`src/logic/pcd_pkg.sv`:
```
// Package of constants for the position command pulse decoder.
package pcd_pkg;
    localparam int CLK_FREQ_HZ = 125_000_000;
    localparam int MODE_W = 3;
    localparam int FILT_W = 16;
    localparam int CNT_W = 32;
    // Mode codes: even is positive logic, odd is negative logic.
    localparam logic [2:0] MODE_STEP_DIR_POS = 3'h0;
    localparam logic [2:0] MODE_STEP_DIR_NEG = 3'h1;
    localparam logic [2:0] MODE_QUAD_POS = 3'h2;
    localparam logic [2:0] MODE_QUAD_NEG = 3'h3;
    localparam logic [2:0] MODE_CWCCW_POS = 3'h4;
    localparam logic [2:0] MODE_CWCCW_NEG = 3'h5;
    localparam int MODE_INVERT_BIT = 0;
    // Rate limits in pulses per second.
    localparam int DIFF_MAX_PPS = 500_000;
    localparam int OC_MAX_PPS = 200_000;
    localparam int DIFF_MIN_CYCLES = CLK_FREQ_HZ / DIFF_MAX_PPS;
    localparam int OC_MIN_CYCLES = CLK_FREQ_HZ / OC_MAX_PPS;
    // Quadrature phase spacing in nanoseconds, assumed microsecond figures.
    localparam int T4_DIFF_NS = 500;
    localparam int T4_OC_NS = 1250;
    localparam int CLK_PERIOD_NS = 1_000_000_000 / CLK_FREQ_HZ;
    localparam int T4_DIFF_CYC = (T4_DIFF_NS + CLK_PERIOD_NS - 1) / CLK_PERIOD_NS;
    localparam int T4_OC_CYC = (T4_OC_NS + CLK_PERIOD_NS - 1) / CLK_PERIOD_NS;
    localparam logic [15:0] FILT_RESET = 16'h0000;
    localparam logic [31:0] POS_RESET = 32'h0000_0000;
endpackage

```
`src/logic/pcd_filt_if.sv`:
```
// Interface carrying one raw and one filtered command line.
`timescale 1ns/1ns
`default_nettype none
interface pcd_filt_if;
    logic rawLine;
    logic cleanLine;
    modport filt (input rawLine, output cleanLine);
    modport user (output rawLine, input cleanLine);
endinterface
`default_nettype wire

```
`src/logic/pcd_glitch_filter.sv`:
```
// Glitch filter for one command line.
`timescale 1ns/1ns
`default_nettype none
module pcd_glitch_filter #(
    parameter int FILT_W = pcd_pkg::FILT_W
) (
    input wire logic clk,
    input wire logic rst_n,
    input wire logic [FILT_W-1:0] filtTime,
    pcd_filt_if.filt line
);
    import pcd_pkg::*;
    typedef struct packed {
        logic level;
        logic [FILT_W-1:0] count;
    } pcd_gf_s;
    pcd_gf_s st_ff, nxt_st;

    // A new level is accepted only after it has stood for filtTime cycles.
    always_comb begin
        nxt_st = st_ff;
        if (line.rawLine == st_ff.level) begin
            nxt_st.count = '0;
        end else if (st_ff.count >= filtTime) begin
            nxt_st.level = line.rawLine;
            nxt_st.count = '0;
        end else begin
            nxt_st.count = st_ff.count + FILT_W'(1);
        end
    end

    always_ff @(posedge clk) begin
        if (!rst_n) begin
            st_ff <= '0;
        end else begin
            st_ff <= nxt_st;
        end
    end
    assign line.cleanLine = st_ff.level;
endmodule
`default_nettype wire

```
`src/logic/pcd_decoder.sv`:
```
// Top module decoding step/direction, quadrature and CW/CCW command pulses.
// Behaviour
// - Position commands arrive on a step line and a sign line.
// - Six modes: codes 0-1 step/dir, 2-3 quadrature, 4-5 CW/CCW; odd inverts.
// - Quadrature counts each edge of one phase alone, four counts per cycle; edges of both phases in one cycle are dropped.
// - Differential rates up to 500Kpps are decoded; host CW/CCW pulses reach the limit, other modes stay below.
// - Open collector rates up to 200Kpps are decoded; host CW/CCW pulses at 624 cycles run just above, other modes stay below.
// - Glitches shorter than the programmed filter time are ignored.
`timescale 1ns/1ns
`default_nettype none
module pcd_decoder #(
    parameter int CNT_W = pcd_pkg::CNT_W,
    parameter int FILT_W = pcd_pkg::FILT_W
) (
    input wire logic clk,
    input wire logic rst_n,
    input wire logic cmdStep,
    input wire logic cmdSign,
    input wire logic [pcd_pkg::MODE_W-1:0] commandModeSelect,
    input wire logic [FILT_W-1:0] commandFilterTime,
    output logic countUp,
    output logic countDown,
    output logic [CNT_W-1:0] position,
    output logic modeError
);
    import pcd_pkg::*;

    ////////////////////////////////////////////////////////////////////////
    pcd_filt_if stepIf();
    pcd_filt_if signIf();
    logic invert;

    // Negative logic inverts both lines before filtering and decoding.
    assign invert = commandModeSelect[MODE_INVERT_BIT];
    assign stepIf.rawLine = cmdStep ^ invert;
    assign signIf.rawLine = cmdSign ^ invert;

    // One glitch filter per command line; both share the programmed filter time.
    pcd_glitch_filter #(.FILT_W(FILT_W)) uStepFilt (
        .clk(clk),
        .rst_n(rst_n),
        .filtTime(commandFilterTime),
        .line(stepIf.filt)
    );
    pcd_glitch_filter #(.FILT_W(FILT_W)) uSignFilt (
        .clk(clk),
        .rst_n(rst_n),
        .filtTime(commandFilterTime),
        .line(signIf.filt)
    );

    ////////////////////////////////////////////////////////////////////////
    typedef enum logic [1:0] {PCD_STEPDIR, PCD_QUAD, PCD_CWCCW, PCD_BAD} pcd_mode_e;
    // Previous filtered levels, a flag that masks the first edge after reset, and the counter.
    typedef struct packed {
        logic stepPrev;
        logic signPrev;
        logic primed;
        logic up;
        logic down;
        logic err;
        logic [CNT_W-1:0] pos;
    } pcd_dec_s;
    pcd_dec_s st_ff, nxt_st;
    pcd_mode_e mode;
    logic a, b, aRise, bRise, aEdge, bEdge;

    // Codes 6 and 7 are illegal and stop all counting.
    always_comb begin
        unique case (commandModeSelect)
            MODE_STEP_DIR_POS, MODE_STEP_DIR_NEG: mode = PCD_STEPDIR;
            MODE_QUAD_POS, MODE_QUAD_NEG: mode = PCD_QUAD;
            MODE_CWCCW_POS, MODE_CWCCW_NEG: mode = PCD_CWCCW;
            default: mode = PCD_BAD;
        endcase
    end

    // Edges are judged on filtered levels only, so a rejected glitch never reaches the counter.
    assign a = stepIf.cleanLine;
    assign b = signIf.cleanLine;
    assign aEdge = st_ff.primed && (a != st_ff.stepPrev);
    assign bEdge = st_ff.primed && (b != st_ff.signPrev);
    assign aRise = aEdge && a;
    assign bRise = bEdge && b;

    // Rate capacity: one count per clock far exceeds the 500Kpps limit.
    always_comb begin
        nxt_st = st_ff;
        nxt_st.stepPrev = a;
        nxt_st.signPrev = b;
        nxt_st.primed = 1'b1;
        nxt_st.up = 1'b0;
        nxt_st.down = 1'b0;
        nxt_st.err = (mode == PCD_BAD);
        unique case (mode)
            PCD_STEPDIR: begin
                // Sign low counts forward, high counts reverse.
                nxt_st.up = aRise && !b;
                nxt_st.down = aRise && b;
            end
            PCD_QUAD: begin
                // An edge of one phase alone is one count; edges of both phases in one cycle count nothing.
                if (aEdge && !bEdge) begin
                    nxt_st.up = (a != b);
                    nxt_st.down = (a == b);
                end else if (bEdge && !aEdge) begin
                    nxt_st.up = (a == b);
                    nxt_st.down = (a != b);
                end
            end
            PCD_CWCCW: begin
                // Rises on both lines in one cycle cannot be ordered, so they are dropped.
                nxt_st.up = aRise && !bRise;
                nxt_st.down = bRise && !aRise;
            end
            PCD_BAD: begin
                // No counts while the mode code is illegal.
                nxt_st.up = 1'b0;
            end
        endcase
        if (nxt_st.up) begin
            nxt_st.pos = st_ff.pos + CNT_W'(1);
        end else if (nxt_st.down) begin
            nxt_st.pos = st_ff.pos - CNT_W'(1);
        end
    end

    // Synchronous reset clears the counter and masks the first edge.
    always_ff @(posedge clk) begin
        if (!rst_n) begin
            st_ff <= '0;
        end else begin
            st_ff <= nxt_st;
        end
    end

    // All outputs come straight from the state register.
    assign countUp = st_ff.up;
    assign countDown = st_ff.down;
    assign position = st_ff.pos;
    assign modeError = st_ff.err;
endmodule
`default_nettype wire

```
`config.mk`:
```
export PLATFORM = sky130hd
export DESIGN_NAME = pcd_decoder
export DESIGN_NICKNAME = d
export VERILOG_FILES = /design/src/logic/pcd_pkg.sv /design/src/logic/pcd_filt_if.sv /design/src/logic/pcd_glitch_filter.sv /design/src/logic/pcd_decoder.sv
export SDC_FILE = /design/constraint.sdc
export NUM_CORES = 1
export LEC_CHECK = 0
export BUFFER_PORTS_ARGS = -buffer_cell sky130_fd_sc_hd__buf_2
export CELL_PAD_IN_SITES_DETAIL_PLACEMENT = 1
export CELL_PAD_IN_SITES_GLOBAL_PLACEMENT = 1
export CORE_MARGIN = 4
export CORE_UTILIZATION = 48
export DETAILED_ROUTE_END_ITERATION = 16
export PLACE_DENSITY_LB_ADDON = 0.05
export SYNTH_ARGS = -nofsm -noshare
export SYNTH_HDL_FRONTEND = slang
export SYNTH_HIERARCHICAL = 1
export SYNTH_SLANG_ARGS = --single-unit
```
`constraint.sdc`:
```
create_clock -name clk -period 8.75 [get_ports clk]
set_input_delay 1.3125 -clock clk [delete_from_list [all_inputs] [get_ports clk]]
set_output_delay 1.3125 -clock clk [all_outputs]
set_load 0.01 [all_outputs]
```
# Yosys cells after proc, flatten, opt, wreduce, memory -nomap -nowiden
# Cells that the tools add are included.
# op_classes
n_addsub,4
n_lt_le_gt_ge,2
eq_ne,14
mux,8
n_bitwise,5
reduce_logical,25
# ops
cell,count
$mux W32,2
$mux W36,1
$add A16 B1 Y16 const B,2
$add A32 B1 Y32 const B,1
$ge A16 B16 Y1,2
$sub A32 B1 Y32 const B,1
$logic_and A1 B1 Y1,10
$eq A3 B2 Y1 const B,2
$eq A3 B3 Y1 const B,2
$pmux W2 S3,1
$reduce_or A2 Y1,3
$reduce_or A3 Y1,2
$logic_not A1 Y1,5
$eq A2 B2 Y1 const B,2
$mux W2,2
$pmux W1 S4,1
$reduce_and A2 Y1,2
$eq A1 B1 Y1,3
$eq A3 B1 Y1 const B,1
$logic_not A3 Y1,1
$ne A1 B1 Y1,3
$not A1 Y1,3
$pmux W1 S3,1
$eq A2 B1 Y1 const B,1
3 further kinds,4
# totals
ff_bits,72
wordCells,69

# Depth between registers and ports, before layout
# logic_depth
depth_word,10
ltp_mapped,15

# Modules after synthesis
# Netlist, hierarchy kept.
# by_module_without_submodules
mod,instances,cells_per_inst,area_each_um2,seq_area_each_um2
pcd_decoder,1,436,3350.7,760.7
pcd_glitch_filter,2,136,1119.8,340.3

# Worst setup path after synthesis
# OpenSTA, ideal clock, no wires.
# synth_path
path_type,input to register
from,input port commandModeSelect[1] (netlist bit)
to,register st_ff (netlist bit position[31])
setup_ps,75
arrival_time_ps,5471
t_required_ps,8675
slack_ps,3204
cell_stages,14
n_path_buf,1
cell_sequence,and3b_1 o21ai_0 a21oi_1 a31oi_1 ha_1 buf_6 a211oi_2 nor2_1 nor4_4 o21ai_1 or4_1 a31oi_1 mux2i_1 mux2i_1
# synth_between
elab_chain_len,6
word_cells_on_any_way,18
classes_between,eq/ne (8); mux (4); reduce/logical (6)
# synth_lines
element,line_no,rtl
"start, declared",pcd_decoder.sv:19,"input wire logic [pcd_pkg::MODE_W-1:0] commandModeSelect,"
"$eq A3 B3 Y1, or another cell as far along",pcd_decoder.sv:70,unique case (commandModeSelect)
$reduce_or A2 Y1,pcd_decoder.sv:70,
$pmux W2 S3 *,pcd_decoder.sv:70,
"$eq A2 B2 Y1, or another cell as far along",pcd_decoder.sv:95,unique case (mode)
$pmux W1 S4 or $pmux W1 S3 (tied branches),pcd_decoder.sv:95,
$mux W32 or $reduce_bool A2 Y1 (tied branches),--,
"end signal, assigned",pcd_decoder.sv:133,st_ff <= nxt_st;
"end, declared",pcd_decoder.sv:64,"pcd_dec_s st_ff, nxt_st;"
# Every way passes the cells marked *; elsewhere a longest branch is shown, timed or not.
# A chain may end at the register's enable or synchronous reset.

# Worst setup path in the final report
# layout_path
from,input port commandModeSelect[2] (netlist bit)
to,register st_ff (netlist bit position[29])
# Same word-level chain as after synthesis.

==> metrics.txt <==
status=finished clean; Yosys top cell by area=dfxtp_1; placed cell area=0.005719 sq mm; Initial Utilization=0.4896; WL final=14,440 um; die span in y=115.9 um; unrepaired setup endpoints after global routing=false; nets@finish=812; CTS tree=done; Gate Count Post-Synth=708; die area=0.01344 sq mm; final worst path period share=0.5362; Synth area leaders=dfxtp_1 26%, ha_1 14%, xnor2_1 5.6%; pin count of the biggest net entering global routing=36; Setup WS post-layout=4.058 ns; Cells after DPL=856; clk buf depth=2; fmax=213.1 MHz; Initial DRT Pass Iterations=4; Peak supply drop=92.03 uV; Seq cells post-synth=72; # rows=39; P&R area growth vs syn=8.080%; diodes inserted=0; core area=0.01142 sq mm; gr usage total=0.2243; CTS sink cnt=72; share of cells above drive strength 1=0.1303; Top FF cell, synth=dfxtp_1; Crit path arrival time=4.94 ns; Max Slew Vio Count=0; top layer in use=met4; initial antenna violation count=0; Routed Antenna Nets=0; Post-synth ARST share=0; 1st-iter DRT viols=175; final std cells w/o fill=872; cts bufs inserted=9; crit path max fanout=35; Yosys warnings=6; CTS resizes=0; Fin. Hold Viols=0; WL/cell=16.56 um; max_slew headroom=0.3908; Critical Path Sink Type=flip-flop; first-pass GRT wire length=24,250 um; Metal-1 WL=6344 um; Worst Hold Slack=0.4720 ns; Slew @ Worst Pin=0.9082 ns; number of flops mapped to enable cells by yosys=0; Max Cap Viol=0; post-route cell area=0.006042 sq mm; Die W=115.9 um; most common cell in the netlist=nand2_1; count of cell types in the netlist=67; Power, Total=771.7 uW; Worst Hold Class=reg -> reg; WL met3=367 um; number of global-route vias before repair=5,108; top cells by count, synth=75 x nand2_1, 72 x dfxtp_1, 66 x nor2_1, 64 x ha_1, 60 x a21oi_1; WP data required=9.00 ns; Cell Area, Synth=0.005590 sq mm; input/output buffers=57; # hold bufs at CTS=0; Leakage=2.844 nW; via count=4,940; setup_tns=0 ns; met2 WL post-DR=7408 um; minimum clock period=4.692 ns; Remaining DRCs=0; Avg Cell Area, Syn=7.896 sq um; post-synth top area share=0.2578; Place WS=3.800 ns; Avg Vias per Cell=5.665; clock skew=0.005921 ns; Worst Setup Start Kind=input port; Power Dens Cells=127.7 mW/mm^2; GP Congestion=0.8991; Clock Latency Late Sink=0.34 ns; Final HPWL DP=10,940 um; IO Count=58; post-layout util=0.5291; H-tree depth=3; Clock Pin Slew Worst Setup and Hold Paths=0.06 ns; Net Count, Synth=796; WS Path Type=in -> reg; grt total ovfl=0; Final Setup Violations=0; postcts setup bufs=0; sequential-to-total area share from yosys stat=0.2578; CTS Root Cell=clkbuf_16
## cell usage in the layout, fill, tap and decap left out, types with 27 or more instances in the layout
cell type	instances
a21oi_1	60
nor2_1	66
xnor2_1	36
buf_2	57
inv_1	44
nand2_1	75
ha_1	64
dfxtp_1	72
nand3_1	27
## area by class of cell
class,instances,area [sq um]
Tap cell,143,178.9
Timing Repair Buffer,60,307.8
Multi-Input combinational cell,536,3622
Sequential cell,72,1441
Clock buffer,10,229.0
Inverter,45,168.9
Clock inverter,6,93.84
Fill cell,1450,5376
## power by group
group          leakage [nW]  switching, mW  total (mW)  internal, mW
registers             0.581        0.00210       0.332         0.330
clock network         0.153          0.152       0.403         0.251
logic                  2.11         0.0240      0.0370        0.0131
total                  2.84          0.178       0.772         0.594
## flip-flops by register name (all words and copies together) (netlist names)
name and flops:
position 32, uSignFilt/st_ff 16, uStepFilt/st_ff 16, st_ff 3, countDown 1, countUp 1
modeError 1, uSignFilt/line.cleanLine 1, uStepFilt/line.cleanLine 1
## worst paths after layout
path | endpoint | slack, ns | cells after the start | start
worst max-delay path | position[29]$_SDFFE_PN0P_ | 4.06 | 14 | commandModeSelect[2]
worst min-delay path | position[31]$_SDFFE_PN0P_ | 0.47 | 2 | position[31]$_SDFFE_PN0P_
worst max register to register | position[29]$_SDFFE_PN0P_ | 4.65 | 13 | uStepFilt/line.cleanLine$_SDFFE_PN0P_
worst min register to register | position[31]$_SDFFE_PN0P_ | 0.47 | 2 | position[31]$_SDFFE_PN0P_
## worst max-delay path, cell delays in order
cell and delay, ns:
buf_2 0.13, nor4b_1 0.28, o21ai_0 0.14, a21oi_1 0.25
a31oi_4 0.04, buf_4 0.28, ha_1 0.42, a21oi_1 0.39
o221ai_1 0.22, a211oi_1 0.36, a21oi_1 0.20, nor4_2 0.40
o31ai_1 0.19, o311ai_1 0.28
## kinds of logic after synthesis
logic type | Yosys count | synth area share
multiplexers | 2 | 0.003581
adder cells (fa/ha/maj) | 65 | 0.1468
AO/OA/AOI/OAI | 163 | 0.1905
flip-flops | 72 | 0.2578
XOR/XNOR | 56 | 0.08773
AND/OR/NAND/NOR | 250 | 0.2167
buffers and inverters | 100 | 0.09691
## metal layers
metal  global-route usage  vias up
met3              0.03760       26
met5                    0        -
met4              0.08507        0
met2               0.4085       65
met1               0.2618     2354
li1                     -     2495
(Power assumes the default switching activity.)
